--- config.mk ---
export PLATFORM = sky130hd
export DESIGN_NAME = ccs_sequencer
export DESIGN_NICKNAME = d
export VERILOG_FILES = /design/src/design/ccs_sequencer.v
export VERILOG_INCLUDE_DIRS = /design/src /design/src/design
export SDC_FILE = /design/constraint.sdc
export NUM_CORES = 1
export LEC_CHECK = 0
export ABC_AREA = 1
export BUFFER_PORTS_ARGS = -buffer_cell sky130_fd_sc_hd__buf_2
export CORE_ASPECT_RATIO = 0.9
export CORE_MARGIN = 2
export CORE_UTILIZATION = 55
export DETAILED_ROUTE_END_ITERATION = 10
export PLACE_DENSITY = 0.77
export SLEW_MARGIN = 5
export SYNTH_ARGS = -nofsm -noshare
export SYNTH_HDL_FRONTEND = slang
export SYNTH_SLANG_ARGS = --single-unit
--- constraint.sdc ---
create_clock -name sys_clk -period 4.8 [get_ports sys_clk]
set_input_delay 0.24 -clock sys_clk [delete_from_list [all_inputs] [get_ports sys_clk]]
set_output_delay 0.24 -clock sys_clk [all_outputs]
set_load 0.03 [all_outputs]
--- src/design/ccs_defs.vh ---
// Constants for the contactless command sequencer.
// Functional notes
// - Code 0000 cancels any running command and enters idle.
// - Config loads 25 FIFO bytes into the internal configuration buffer.
// - First identifier byte 0 is stored as 08h; its check byte is computed.
// - Config started with empty FIFO copies 25 buffer bytes back to FIFO.
// - Configuration buffer survives hard power-down; firmware loads it after power-up.
// - Config and random-ID commands end by themselves, returning to idle.
// - Code 0010 writes 10 random bytes over the third-identifier bytes.
// - Code 0011 streams FIFO bytes into CRC endlessly, result to CRC register.
// - CRC start value comes from the preset select at command start.
// - With self-test bit set, CRC command runs self-test writing results to FIFO.
// - Code 0100 transmits FIFO contents, ends when FIFO empties.
// - Code 0111 keeps the running command, updates other command bits.
// - Code 1000 receives and ends when the stream ends.
// - Multi-receive bit stops receive ending and keeps transceive receiving.
// - Code 1100 alternates send and receive; initiator bit picks first step.
// - Code 1101 needs initiator 0; mode detection runs unless disabled.
// - Activation resets without RF field, ends into transceive, rewrite restarts.
// - Type A activation forces CRC enables; polling uses the register enables.
// - Code 1110 runs card authentication, code 1111 performs soft reset.
// - A new command code interrupts the running one; FIFO is never cleared.
// - Idle flag sets when a command finishes and the register returns to idle.
`ifndef CCS_DEFS_VH
`define CCS_DEFS_VH
`define CCS_CMD_IDLE 4'h0
`define CCS_CMD_CONFIG 4'h1
`define CCS_CMD_RANDOM 4'h2
`define CCS_CMD_CRC 4'h3
`define CCS_CMD_TRANSMIT 4'h4
`define CCS_CMD_KEEP 4'h7
`define CCS_CMD_RECEIVE 4'h8
`define CCS_CMD_SELF_TEST_BIT 4'h9
`define CCS_CMD_TRANSCEIVE 4'hc
`define CCS_CMD_AUTOCOLL 4'hd
`define CCS_CMD_AUTH 4'he
`define CCS_CMD_SOFTRESET 4'hf
`define CCS_CFG_BYTES 5'd25
`define CCS_CFG_LAST 5'd24
`define CCS_ID1_FIXED 8'h08
`define CCS_ID1_CHECK_IDX 5'd25
`define CCS_ID3_FIRST 5'd2
`define CCS_ID3_COUNT 4'd10
`define CCS_ID1_LEN 5'd3
`define CCS_ID12_LEN 5'd9
`define CCS_ID2_FIRST 5'd8
`define CCS_POLL_B0 8'h01
`define CCS_POLL_B1 8'hfe
`define CCS_ADDR_COMMAND 12'h000
`define CCS_ADDR_CONTROL 12'h004
`define CCS_ADDR_STATUS 12'h008
`define CCS_ADDR_CRC 12'h00c
`define CCS_ADDR_FLAGS 12'h010
`define CCS_ADDR_FIFO 12'h014
`define CCS_CRC_PRESET0 16'h0000
`define CCS_CRC_PRESET1 16'h6363
`define CCS_CRC_PRESET2 16'ha671
`define CCS_CRC_PRESET3 16'hffff
`define CCS_CRC_POLY 16'h8408
`define CCS_LFSR_SEED 16'hace1
`define CCS_RESP_OKAY 2'b00
`define CCS_RESP_SLVERR 2'b10
`endif

--- src/design/ccs_sequencer.v ---
// Command sequencer of the contactless unit with an AXI4-Lite register slave.
`timescale 1ns/10ps
`default_nettype none
`include "ccs_defs.vh"
module ccs_sequencer #(
  parameter FIFO_DEPTH = 64
)
(
  input wire sys_clk,
  input wire rst,
  input wire hard_powerdown_n,
  input wire [11:0] s_axi_awaddr,
  input wire s_axi_awvalid,
  output reg s_axi_awready,
  input wire [31:0] s_axi_wdata,
  input wire [3:0] s_axi_wstrb,
  input wire s_axi_wvalid,
  output reg s_axi_wready,
  output reg [1:0] s_axi_bresp,
  output reg s_axi_bvalid,
  input wire s_axi_bready,
  input wire [11:0] s_axi_araddr,
  input wire s_axi_arvalid,
  output reg s_axi_arready,
  output reg [31:0] s_axi_rdata,
  output reg [1:0] s_axi_rresp,
  output reg s_axi_rvalid,
  input wire s_axi_rready,
  input wire rf_field_present,
  input wire rx_frame_end,
  input wire [7:0] rx_data,
  input wire rx_data_valid,
  input wire tx_byte_taken,
  input wire mode_detected,
  input wire type_a_mode,
  input wire auth_done,
  output reg tx_active,
  output reg [7:0] tx_data,
  output reg rx_active,
  output reg mode_detect_active,
  output reg crc_force,
  output reg soft_reset_pulse
);
  localparam ST_IDLE = 3'd0;
  localparam ST_CFG_LOAD = 3'd1;
  localparam ST_CFG_READ = 3'd2;
  localparam ST_RANDOM = 3'd3;
  localparam ST_RUN = 3'd4;
  localparam ST_SEND = 3'd5;
  localparam ST_RECV = 3'd6;

  // Configuration buffer, with one extra slot for the computed check byte.
  // It sits outside the rst domain so that a hard power-down keeps it.
  reg [7:0] cfg_buf [0:25];
  reg [7:0] fifo_mem [0:FIFO_DEPTH-1];
  reg [5:0] fifo_rd;
  reg [5:0] fifo_wr;
  reg [6:0] fifo_cnt;
  reg [3:0] active_cmd;
  reg [2:0] state;
  reg [4:0] idx;
  reg receiver_off_bit;
  reg power_down_bit;
  reg initiator_bit;
  reg multi_receive_bit;
  reg mode_detect_disable;
  reg [1:0] crc_start_value_sel;
  reg self_test_bit;
  reg tx_crc_enable;
  reg rx_crc_enable;
  reg start_send_bit;
  reg [15:0] crc_result_register;
  reg [15:0] lfsr;
  reg idle_flag;
  reg field_on_flag;
  reg field_off_flag;
  reg rf_prev;
  reg aw_hold;
  reg w_hold;
  reg [11:0] aw_addr;
  reg [31:0] w_data;
  reg cmd_write;
  reg [3:0] new_cmd;
  reg fifo_push_sw;
  reg fifo_pop_sw;
  reg wr_ok;
  wire fifo_empty;
  wire fifo_full;
  reg seq_push;
  reg [7:0] seq_push_data;
  reg seq_pop;

  assign fifo_empty = (fifo_cnt == 7'd0);
  assign fifo_full = (fifo_cnt == FIFO_DEPTH);

  function [15:0] crc_step;
    input [15:0] crc_in;
    input [7:0] data;
    integer i;
    reg [15:0] c;
    begin
      c = crc_in ^ {8'h00, data};
      for (i = 0; i < 8; i = i + 1)
        c = c[0] ? ((c >> 1) ^ `CCS_CRC_POLY) : (c >> 1);
      crc_step = c;
    end
  endfunction

  function [15:0] crc_preset;
    input [1:0] sel;
    begin
      case (sel)
        2'd0: crc_preset = `CCS_CRC_PRESET0;
        2'd1: crc_preset = `CCS_CRC_PRESET1;
        2'd2: crc_preset = `CCS_CRC_PRESET2;
        default: crc_preset = `CCS_CRC_PRESET3;
      endcase
    end
  endfunction

  // The third identifier is scattered over the buffer, so the polling header bytes survive.
  function [4:0] id3_slot;
    input [4:0] k;
    begin
      if (k < `CCS_ID1_LEN)
        id3_slot = `CCS_ID3_FIRST + k;
      else if (k < `CCS_ID12_LEN)
        id3_slot = `CCS_ID2_FIRST + k - `CCS_ID1_LEN;
      else
        id3_slot = `CCS_CFG_LAST;
    end
  endfunction

  // AXI4-Lite write side: address and data are latched independently.
  always @*
  begin
    wr_ok = aw_hold && w_hold && !s_axi_bvalid;
    cmd_write = wr_ok && (aw_addr == `CCS_ADDR_COMMAND) && w_data[3:0] != `CCS_CMD_KEEP;
    new_cmd = w_data[3:0];
    fifo_push_sw = wr_ok && (aw_addr == `CCS_ADDR_FIFO) && !fifo_full;
    fifo_pop_sw = s_axi_arvalid && s_axi_arready && (s_axi_araddr == `CCS_ADDR_FIFO)
      && !fifo_empty;
  end

  always @(posedge sys_clk or posedge rst)
  begin
    if (rst)
    begin
      s_axi_awready <= 1'b1;
      s_axi_wready <= 1'b1;
      aw_hold <= 1'b0;
      w_hold <= 1'b0;
      aw_addr <= 12'h000;
      w_data <= 32'h0000_0000;
      s_axi_bvalid <= 1'b0;
      s_axi_bresp <= `CCS_RESP_OKAY;
      s_axi_arready <= 1'b1;
      s_axi_rvalid <= 1'b0;
      s_axi_rresp <= `CCS_RESP_OKAY;
      s_axi_rdata <= 32'h0000_0000;
    end
    else
    begin
      if (s_axi_awvalid && s_axi_awready)
      begin
        aw_addr <= s_axi_awaddr;
        aw_hold <= 1'b1;
        s_axi_awready <= 1'b0;
      end
      if (s_axi_wvalid && s_axi_wready)
      begin
        w_data <= s_axi_wdata;
        w_hold <= 1'b1;
        s_axi_wready <= 1'b0;
      end
      if (wr_ok)
      begin
        s_axi_bvalid <= 1'b1;
        s_axi_bresp <= (aw_addr <= `CCS_ADDR_FIFO && aw_addr[1:0] == 2'b00) ?
          `CCS_RESP_OKAY : `CCS_RESP_SLVERR;
        aw_hold <= 1'b0;
        w_hold <= 1'b0;
      end
      if (s_axi_bvalid && s_axi_bready)
      begin
        s_axi_bvalid <= 1'b0;
        s_axi_awready <= 1'b1;
        s_axi_wready <= 1'b1;
      end
      if (s_axi_arvalid && s_axi_arready)
      begin
        s_axi_arready <= 1'b0;
        s_axi_rvalid <= 1'b1;
        s_axi_rresp <= `CCS_RESP_OKAY;
        case (s_axi_araddr)
          `CCS_ADDR_COMMAND: s_axi_rdata <= {26'h0, receiver_off_bit, power_down_bit,
            active_cmd};
          `CCS_ADDR_CONTROL: s_axi_rdata <= {23'h0, start_send_bit, rx_crc_enable,
            tx_crc_enable, self_test_bit, crc_start_value_sel, mode_detect_disable,
            multi_receive_bit, initiator_bit};
          `CCS_ADDR_STATUS: s_axi_rdata <= {22'h0, fifo_cnt, state};
          `CCS_ADDR_CRC: s_axi_rdata <= {16'h0, crc_result_register};
          `CCS_ADDR_FLAGS: s_axi_rdata <= {29'h0, field_off_flag, field_on_flag, idle_flag};
          `CCS_ADDR_FIFO: s_axi_rdata <= {24'h0, fifo_mem[fifo_rd]};
          default:
          begin
            s_axi_rdata <= 32'h0000_0000;
            s_axi_rresp <= `CCS_RESP_SLVERR;
          end
        endcase
      end
      if (s_axi_rvalid && s_axi_rready)
      begin
        s_axi_rvalid <= 1'b0;
        s_axi_arready <= 1'b1;
      end
    end
  end

  // FIFO shared by software and the sequencer; software access wins a push.
  always @(posedge sys_clk or posedge rst)
  begin
    if (rst)
    begin
      fifo_rd <= 6'd0;
      fifo_wr <= 6'd0;
      fifo_cnt <= 7'd0;
    end
    else
    begin
      if (fifo_push_sw || (seq_push && !fifo_full))
      begin
        fifo_mem[fifo_wr] <= fifo_push_sw ? w_data[7:0] : seq_push_data;
        fifo_wr <= fifo_wr + 6'd1;
      end
      if (fifo_pop_sw || (seq_pop && !fifo_empty))
        fifo_rd <= fifo_rd + 6'd1;
      fifo_cnt <= fifo_cnt + {6'd0, (fifo_push_sw || (seq_push && !fifo_full))}
        - {6'd0, (fifo_pop_sw || (seq_pop && !fifo_empty))};
    end
  end

  // Sequencer data movements decided combinationally from state.
  always @*
  begin
    seq_push = 1'b0;
    seq_push_data = 8'h00;
    seq_pop = 1'b0;
    if (!fifo_pop_sw)
    begin
      case (state)
        ST_CFG_LOAD: seq_pop = !fifo_empty;
        ST_CFG_READ:
        begin
          seq_push = !fifo_push_sw;
          seq_push_data = cfg_buf[idx];
        end
        ST_RUN:
        begin
          seq_pop = (active_cmd == `CCS_CMD_CRC) && !self_test_bit;
          seq_push = (active_cmd == `CCS_CMD_CRC) && self_test_bit && !fifo_push_sw
            && idx != `CCS_CFG_LAST;
          seq_push_data = lfsr[7:0];
        end
        ST_SEND: seq_pop = tx_byte_taken;
        ST_RECV:
        begin
          seq_push = rx_data_valid && !fifo_push_sw;
          seq_push_data = rx_data;
        end
        default: seq_pop = 1'b0;
      endcase
    end
  end

  // Configuration buffer writes; no reset so contents outlive power-down.
  always @(posedge sys_clk)
  begin
    if (state == ST_CFG_LOAD && seq_pop)
    begin
      cfg_buf[idx] <= (idx == 5'd2) ? `CCS_ID1_FIXED : fifo_mem[fifo_rd];
      if (idx == `CCS_CFG_LAST)
        cfg_buf[`CCS_ID1_CHECK_IDX] <= `CCS_ID1_FIXED ^ cfg_buf[3] ^ cfg_buf[4];
    end
    if (state == ST_RANDOM)
      cfg_buf[id3_slot(idx)] <= lfsr[7:0];
  end

  // Command state machine.
  always @(posedge sys_clk or posedge rst)
  begin
    if (rst)
    begin
      active_cmd <= `CCS_CMD_IDLE;
      state <= ST_IDLE;
      idx <= 5'd0;
      receiver_off_bit <= 1'b0;
      power_down_bit <= 1'b0;
      initiator_bit <= 1'b0;
      multi_receive_bit <= 1'b0;
      mode_detect_disable <= 1'b0;
      crc_start_value_sel <= 2'd0;
      self_test_bit <= 1'b0;
      tx_crc_enable <= 1'b0;
      rx_crc_enable <= 1'b0;
      start_send_bit <= 1'b0;
      crc_result_register <= 16'h0000;
      lfsr <= `CCS_LFSR_SEED;
      idle_flag <= 1'b0;
      field_on_flag <= 1'b0;
      field_off_flag <= 1'b0;
      rf_prev <= 1'b0;
      tx_active <= 1'b0;
      tx_data <= 8'h00;
      rx_active <= 1'b0;
      mode_detect_active <= 1'b0;
      crc_force <= 1'b0;
      soft_reset_pulse <= 1'b0;
    end
    else
    begin
      lfsr <= {lfsr[14:0], lfsr[15] ^ lfsr[13] ^ lfsr[12] ^ lfsr[10]};
      rf_prev <= rf_field_present;
      soft_reset_pulse <= 1'b0;
      if (rf_field_present && !rf_prev)
        field_on_flag <= 1'b1;
      else if (wr_ok && aw_addr == `CCS_ADDR_FLAGS && w_data[1])
        field_on_flag <= 1'b0;
      if (!rf_field_present && rf_prev)
        field_off_flag <= 1'b1;
      else if (wr_ok && aw_addr == `CCS_ADDR_FLAGS && w_data[2])
        field_off_flag <= 1'b0;
      if (wr_ok && aw_addr == `CCS_ADDR_CONTROL)
      begin
        initiator_bit <= w_data[0];
        multi_receive_bit <= w_data[1];
        mode_detect_disable <= w_data[2];
        crc_start_value_sel <= w_data[4:3];
        self_test_bit <= w_data[5];
        tx_crc_enable <= w_data[6];
        rx_crc_enable <= w_data[7];
        start_send_bit <= w_data[8];
      end
      if (wr_ok && aw_addr == `CCS_ADDR_COMMAND)
      begin
        receiver_off_bit <= w_data[5];
        power_down_bit <= w_data[4];
      end
      if (state == ST_RUN && active_cmd == `CCS_CMD_CRC && seq_pop && !fifo_empty)
        crc_result_register <= crc_step(crc_result_register, fifo_mem[fifo_rd]);
      if (state == ST_RUN && seq_push && !fifo_full)
        idx <= idx + 5'd1;
      if (cmd_write)
      begin
        active_cmd <= new_cmd;
        idx <= 5'd0;
        tx_active <= 1'b0;
        rx_active <= 1'b0;
        mode_detect_active <= 1'b0;
        crc_force <= 1'b0;
        case (new_cmd)
          `CCS_CMD_CONFIG:
            state <= fifo_empty ? ST_CFG_READ : ST_CFG_LOAD;
          `CCS_CMD_RANDOM: state <= ST_RANDOM;
          `CCS_CMD_CRC:
          begin
            crc_result_register <= crc_preset(crc_start_value_sel);
            state <= ST_RUN;
          end
          `CCS_CMD_TRANSMIT: state <= ST_SEND;
          `CCS_CMD_RECEIVE: state <= ST_RECV;
          `CCS_CMD_TRANSCEIVE: state <= initiator_bit ? ST_SEND : ST_RECV;
          `CCS_CMD_AUTOCOLL: state <= ST_RUN;
          `CCS_CMD_SELF_TEST_BIT: state <= ST_RUN;
          `CCS_CMD_AUTH: state <= ST_RUN;
          `CCS_CMD_SOFTRESET:
          begin
            soft_reset_pulse <= 1'b1;
            active_cmd <= `CCS_CMD_IDLE;
            state <= ST_IDLE;
            idle_flag <= 1'b1;
          end
          default:
          begin
            active_cmd <= `CCS_CMD_IDLE;
            state <= ST_IDLE;
          end
        endcase
      end
      else
      begin
        if (wr_ok && aw_addr == `CCS_ADDR_FLAGS && w_data[0])
          idle_flag <= 1'b0;
        case (state)
          ST_CFG_LOAD:
            if (seq_pop)
            begin
              idx <= idx + 5'd1;
              if (idx == `CCS_CFG_LAST)
              begin
                state <= ST_IDLE;
                active_cmd <= `CCS_CMD_IDLE;
                idle_flag <= 1'b1;
              end
            end
          ST_CFG_READ:
            if (seq_push && !fifo_full)
            begin
              idx <= idx + 5'd1;
              if (idx == `CCS_CFG_LAST)
              begin
                state <= ST_IDLE;
                active_cmd <= `CCS_CMD_IDLE;
                idle_flag <= 1'b1;
              end
            end
          ST_RANDOM:
          begin
            idx <= idx + 5'd1;
            if (idx == {1'b0, `CCS_ID3_COUNT} - 5'd1)
            begin
              state <= ST_IDLE;
              active_cmd <= `CCS_CMD_IDLE;
              idle_flag <= 1'b1;
            end
          end
          ST_SEND:
          begin
            tx_active <= (active_cmd != `CCS_CMD_TRANSCEIVE) || start_send_bit;
            tx_data <= fifo_mem[fifo_rd];
            if (fifo_empty && ((active_cmd != `CCS_CMD_TRANSCEIVE) || start_send_bit))
            begin
              tx_active <= 1'b0;
              start_send_bit <= 1'b0;
              if (active_cmd == `CCS_CMD_TRANSCEIVE)
                state <= ST_RECV;
              else
              begin
                state <= ST_IDLE;
                active_cmd <= `CCS_CMD_IDLE;
                idle_flag <= 1'b1;
              end
            end
          end
          ST_RECV:
          begin
            rx_active <= !receiver_off_bit;
            if (rx_frame_end && !multi_receive_bit)
            begin
              rx_active <= 1'b0;
              if (active_cmd == `CCS_CMD_TRANSCEIVE)
                state <= ST_SEND;
              else
              begin
                state <= ST_IDLE;
                active_cmd <= `CCS_CMD_IDLE;
                idle_flag <= 1'b1;
              end
            end
          end
          ST_RUN:
            if (active_cmd == `CCS_CMD_AUTOCOLL)
            begin
              mode_detect_active <= !mode_detect_disable && !initiator_bit;
              rx_active <= rf_field_present;
              crc_force <= type_a_mode;
              if (!rf_field_present)
                idx <= 5'd0;
              else if (mode_detected && rx_frame_end)
              begin
                mode_detect_active <= 1'b0;
                crc_force <= 1'b0;
                active_cmd <= `CCS_CMD_TRANSCEIVE;
                state <= ST_RECV;
              end
            end
            else if (active_cmd == `CCS_CMD_AUTH && auth_done)
            begin
              state <= ST_IDLE;
              active_cmd <= `CCS_CMD_IDLE;
              idle_flag <= 1'b1;
            end
          default: state <= ST_IDLE;
        endcase
      end
    end
  end
endmodule
`default_nettype wire

-- Word-level counts from Yosys, hierarchy flattened
Memories as Yosys holds them, arrays and structs flattened.
Cells that the tools add are included.
- register bits: 155
- latch bits: 0
- memories kept: 2
- logic and storage cells: 327
- bits in read-only memories: 0
- bits in writable memories: 720
- input port bits: 83
- memories (name ; words ; bits a word ; read ports ; clocked after Yosys merged registers in ; write ports ; RTL line ; source):
    fifo_mem ; 64 ; 8 ; 1 ; 0 ; 1 ; ccs_sequencer.v:55 ; reg [7:0] fifo_mem [0:FIFO_DEPTH-1];
    cfg_buf ; 26 ; 8 ; 3 ; 0 ; 2 ; ccs_sequencer.v:54 ; reg [7:0] cfg_buf [0:25];
- magnitude comparators: 3
- reductions and logical operators: 82
- divide/modulo/power cells: 0
- shift-type cells: 0
- add/subtract/negate cells: 8
- bitwise operators: 15
- mux-type cells: 130
- equal/unequal tests: 47
- multipliers: 0
- operator list (cell ; count):
    two-way mux 16 bit ; 11
    case mux 16 bit (6 select lines) ; 1
    two-way mux 1 bit ; 64
    two-way mux 4 bit ; 13
    two-way mux 5 bit ; 10
    == test 12 x 5 -> 1 bit (second input constant) ; 4
    case mux 16 bit (3 select lines) ; 1
    logical AND 1 bit ; 40
    two-way mux 3 bit ; 13
    == test 4 bit (second input constant) ; 9
    case mux 3 bit (6 select lines) ; 2
    two-way mux 8 bit ; 4
    == test 12 x 3 -> 1 bit (second input constant) ; 2
    == test 12 x 4 -> 1 bit (second input constant) ; 2
    logical NOT 12 bit ; 2
    inverter 2 -> 3 bit ; 8
    case mux 4 bit (6 select lines) ; 1
    case mux 8 bit (3 select lines) ; 1
    nonzero test 2 bit ; 11
    case mux 5 bit (4 select lines) ; 1
    XOR 16 x 8 -> 16 bit ; 1
    adder 6 x 1 -> 6 bit (second input constant) ; 2
    == test 4 x 2 -> 1 bit (second input constant) ; 3
    <= comparator 12 x 5 -> 1 bit (second input constant) ; 1
    other kinds (46) ; 78

-- Logic depth before layout (Yosys ltp)
An unclocked memory read counts as a cell.
- word-level depth: 21
- mapped depth: 22
- gate-level depth less buffers: 21

-- Worst setup path before layout
No wires, ideal clock.
- path kind: input -> register
- from: input port rst
- to: memory fifo_mem[13][0], enable pin
- cell stages on the path: 3
- path buffers: 0
- arrival: 4.138 ns
- data required time: 4.427 ns
- path slack: 0.289 ns
- library setup time: 0.373 ns
- cell sequence: inv_1 > nand4_2 > nor2_1
- longest elaborated chain between the ends: 3
- ends and longest elaborated chain (item ; RTL line ; source):
    start: declaration ; ccs_sequencer.v:10 ; input wire rst,
    logical NOT 1 bit (no source line) ; -- ;
    logical AND 1 bit (implied by the code) ; ccs_sequencer.v:233 ; fifo_mem[fifo_wr] <= fifo_push_sw ? w_data[7:0] : seq_push_data;
    two-way mux 1 bit ; ccs_sequencer.v:233 ;
    end: declaration ; ccs_sequencer.v:55 ;
No other way between the ends.

-- Worst setup path after layout
- from: register fifo_cnt[3]
- to: memory fifo_mem[13][5], enable pin
- longest elaborated chain between the ends: 13
- elaborated cells on any way between the ends: 17
- ends and longest elaborated chain (item ; RTL line ; source):
    start: declaration ; ccs_sequencer.v:58 ; reg [6:0] fifo_cnt;
    start signal: assignment ; ccs_sequencer.v:238 ; fifo_cnt <= fifo_cnt + {6'd0, (fifo_push_sw || (seq_push && !fifo_full))}
    == test 7 bit ; ccs_sequencer.v:94 ; assign fifo_full = (fifo_cnt == FIFO_DEPTH);
    logical NOT 1 bit ; ccs_sequencer.v:140, ccs_sequencer.v:231 ;
    logical AND 1 bit ; ccs_sequencer.v:140 ; fifo_push_sw = wr_ok && (aw_addr == `CCS_ADDR_FIFO) && !fifo_full;
    logical NOT 1 bit ; ccs_sequencer.v:255, ccs_sequencer.v:261, ccs_sequencer.v:268 ;
    logical AND 1 bit ; ccs_sequencer.v:261 ; seq_push = (active_cmd == `CCS_CMD_CRC) && self_test_bit && !fifo_push_sw
    logical AND 1 bit (no source line) ; -- ;
    case mux 1 bit (3 select lines) ; ccs_sequencer.v:251 ; case (state)
    two-way mux 1 bit ; ccs_sequencer.v:249 ; if (!fifo_pop_sw)
    logical AND 1 bit ; ccs_sequencer.v:231 ; if (fifo_push_sw || (seq_push && !fifo_full))
    logical OR 1 bit * ; ccs_sequencer.v:231 ;
    two-way mux 1 bit * ; ccs_sequencer.v:231 ;
    logical AND 1 bit (implied by the code) * ; ccs_sequencer.v:233 ;
    two-way mux 1 bit * ; ccs_sequencer.v:233 ;
Every way passes the cells marked *; elsewhere a longest branch is shown, timed or not.

==> summary.md <==
| Metric | Value |
|---|---|
| Root Buffer Master | `clkbuf_16` |
| Weighted congestion at the end of routability-driven global placement | `approximately 0.96` |
| Row Count | `91` |
| Fraction of final layout cells with drive strength greater than 1 | `0.102` |
| Final HPWL DP | `approximately 62000 µm` |
| Data arrival time of the critical path | `4.39 ns` |
| Die width | `281 µm` |
| Endpoint kind of the worst setup timing path | `flop` |
| Number of buffers inserted by port buffering | `90` |
| Prevailing post-synth register cell | `edfxtp_1` |
| Number of global-route vias before repair | `about 25000` |
| Final Setup Violations | `0` |
| Syn. warnings | `0` |
| Mean cell area of the mapped netlist | `roughly 11 µm²` |
| Unique masters post-synth | `between 60 and 70` |
| Antenna violations before repair | `3` |
| Worst EP required | `~5.1 ns` |
| Sequential-to-total area share from yosys stat | `0.661` |
| Number of DRC violations after detailed routing | `0` |
| Least setup slack across all paths after layout | `between 0.6 and 0.7 ns` |
| Max H-tree Level | `3` |
| CTS buffer count | `86` |
| Fraction of synthesis flops using an asynchronous set or reset pin | `0.160` |
| Cell area after technology mapping | `37900 µm²` |
| Biggest fanout along the worst timing path | `9` |
| Ports | `137` |
| Clk Latency, worst-skew pair | `0.66 ns` |
| Largest net degree at the start of global routing | `114` |
| Kind of cell adding the most delay to the critical path | `simple AND/OR/NAND/NOR gates` |
| Postcts setup bufs | `0` |
| Internal cell power | `13.7 mW` |
| Vias per std cell | `5.84` |
| Critical path cell sequence | `inv_1 -> ha_1 -> nand3_1 -> nor3_2 -> inv_1 -> a31oi_4 -> nand2_4 -> nand2_4 -> inv_4 -> nor2_4 -> nand4_2 -> nor2_1` |
| Number of cells produced by synthesis | `3601` |
| Shortest period the worst path allows | `4.13 ns` |
| Number of buffers on the longest clock path | `3` |
| Total of cells resized after clock tree synthesis | `0` |
| Type of origin of the critical path | `flop` |
| Vertical die dimension | `between 200 and 300 µm` |
| Final hold viol count | `0` |
| Worst reg2reg path startpoint | `fifo_cnt[3]` |
| Worst setup path startpoint | `fifo_cnt[3]` |
| Unrepaired setup endpoints after global routing | `no` |
| Setup Crit Path Kind | `reg2reg` |
| Delay of the slowest cell on the worst path | `0.90 ns` |
| Area grow syn2layout | `12.0%` |
| Final-layout setup total negative slack | `0 ns` |
| Antenna violation net count after detailed routing | `0` |
| Worst setup timing slack at the placement stage | `between 0.8 and 0.9 ns` |
| Slowest cell on the critical path | `nor2_1` |
| Peak VDD IR | `452 µV` |
| Number of flip-flops and latches in the synthesized netlist | `between 800 and 900` |
| ANT cells | `0` |
| Final worst-path cycle share | `0.860` |
| Count of final max-slew check failures | `0` |
| Slew @ Worst Pin | `roughly 1.3 ns` |
| Sequential fraction of design power | `0.440` |
| Leakage power summed over all cells | `16.2 nW` |
| DRC violation total after the first TritonRoute iteration | `3712` |
| Wire length per cell | `20.9 µm` |
| Total power density per cell area | `470 nW/µm²` |
| Count of buffer and inverter cells on the critical path | `3` |
| First-pass GRT wire length | `between 100000 and 150000 µm` |
| Most frequent cells in the layout | `nand2_1, edfxtp_1, nor2_1` |
| Max-cap violations | `0` |
| Hold path startpoint | `mode_detected` |
| Commonest non-fill, non-tap cell in the layout | `nand2_1` |
| Detailed-route via count | `27300` |
| TritonCTS clock tree | `done` |
| Initial core utilization | `0.555` |
| Worst slew margin relative to its limit | `0.164` |
| Count of nets after finishing | `3819` |
| Die outline area | `71000 µm²` |
| Clk network pwr share | `0.345` |
| Post-cts hold buffer count | `32` |
| Status | `finished, final reports clean` |
| Total routing usage reported by global routing | `0.274` |
| CTS Sinks | `~860` |
| Total gr overflow | `0` |
| Routed wire length | `97400 µm` |
| Combinational fraction of design power | `0.215` |
| Number of enable flip-flop cells after synthesis | `720` |
| Clock-pin slew on the worst setup and hold paths | `0.06 ns` |
| NetSw | `6.23 mW` |
| Proportion of total power due to net switching | `0.312` |
| Worst clock skew | `0.0316 ns` |
| Core box area | `about 68000 µm²` |
| Number of iterations in the first detailed-routing pass | `6` |
| Hold Crit Class | `in2reg` |
| Fmax | `242 MHz` |
==> power by group through the flow <==
stage	combinational (mW)	sequential, mW	clock, mW
after floorplan	3.11	8.82	0
after global placement	4.06	8.92	0
after detailed placement	4.18	8.93	0
after CTS	4.25	8.78	6.91
after global routing	4.75	8.81	7.21
final	4.30	8.78	6.88
==> stage by stage <==
| stage | cell area [µm²] | instances | total power [mW] | hold slack (ns) | util |
|---|---|---|---|---|---|
| CTS | 42400 | 4669 | 19.9 | 0.0390 | 0.621 |
| detailed placement | 39200 | 4479 | 13.1 | 0.348 | 0.574 |
| global placement | 39200 | 4479 | 13.0 | 0.334 | 0.574 |
| finish | 42400 | 4669 | 20.0 | 0.0592 | 0.621 |
| global route | 42400 | 4669 | 20.8 | 0.133 | 0.621 |
| floorplan | 38000 | 3618 | 11.9 | 0.271 | - |
==> final cells by class <==
type	instances	area, µm²
Timing Repair Buffer	189	1410
Clock inverter	48	651
Fill cell	5250	25900
Inverter	290	1100
Tap cell	883	1100
Clock buffer	110	2240
Multi-Input combinational cell	2292	10800
Sequential cell	857	25100
==> flip-flops by register name (all words and copies together), names as in the netlist, 2 cells and up <==
register	count
w_data	9
tx_data	8
fifo_rd	6
cfg_buf	208
crc_result_register	16
lfsr	16
fifo_wr	6
aw_addr	12
s_axi_rdata	16
idx	5
fifo_mem	512
state	3
active_cmd	4
fifo_cnt	7
crc_start_value_sel	2
==> layer usage <==
| metal | track usage | up-vias | share of wire |
|---|---|---|---|
| li1 | - | 12500 | - |
| met2 | 0.414 | 1460 | 0.45 |
| met4 | 0.0975 | 2 | 0.036 |
| met5 | 0 | - | 0.00012 |
| met1 | 0.397 | 13100 | 0.41 |
| met3 | 0.0573 | 225 | 0.11 |
==> synthesized netlist by cell type (8+ instances only) <==
cell type  count  area (µm²)
o21ai_0      309        1550
o211ai_1      37         278
inv_1        263         987
dfstp_2       11         289
xnor2_1       12         105
buf_2         37         185
edfxtp_1     720       21600
buf_4         31         233
buf_1         14        52.6
clkbuf_1      64         240
o21ai_1       32         160
xor2_1        19         166
o22ai_1       53         332
inv_2         19        71.3
a22o_1         8        70.1
nor2_1       503        1890
nand3_1      263        1320
nand2_2       19         119
dfrtp_1      126        3150
nand4_1        9        56.3
nand2_1      793        2980
nor3_1        23         115
buf_6         32         360
o221ai_1      17         149
ha_1          19         238
a21oi_1       79         395
==> path summary, 6_finish.rpt <==
check                                               to  slack [ns]  cells after the start
worst max-delay path                   fifo_mem[13][5]        0.67                     12
worst min-delay path                         crc_force        0.06                      6
worst max register to register         fifo_mem[13][5]        0.67                     12
worst min register to register                lfsr[10]        0.35                      0
max in group asynchronous       crc_result_register[4]        3.00                      4
min in group asynchronous                   fifo_wr[4]        0.39                      3
==> tightest hold or removal path: stages <==
cell and delay (ns):
buf_2 0.08, nand2_1 0.04, inv_1 0.08, nand2_1 0.07, nand2_1 0.05, o21ai_0 0.08
==> cells by family (layout without fill, tap and decap cells) <==
logic type / after synthesis / in the layout / share of synthesized area
XOR/XNOR: 31 / 31 / 0.00716
flip-flops: 857 / 857 / 0.661
buffers and inverters: 469 / 637 / 0.0576
adder cells (fa/ha/maj): 20 / 20 / 0.00680
AO/OA/AOI/OAI: 560 / 560 / 0.0828
AND/OR/NAND/NOR: 1662 / 1662 / 0.184
other: 1 / 18 / 0.0000989
multiplexers: 1 / 1 / 0.000297
No activity file was read; power rests on OpenSTA's default activity.
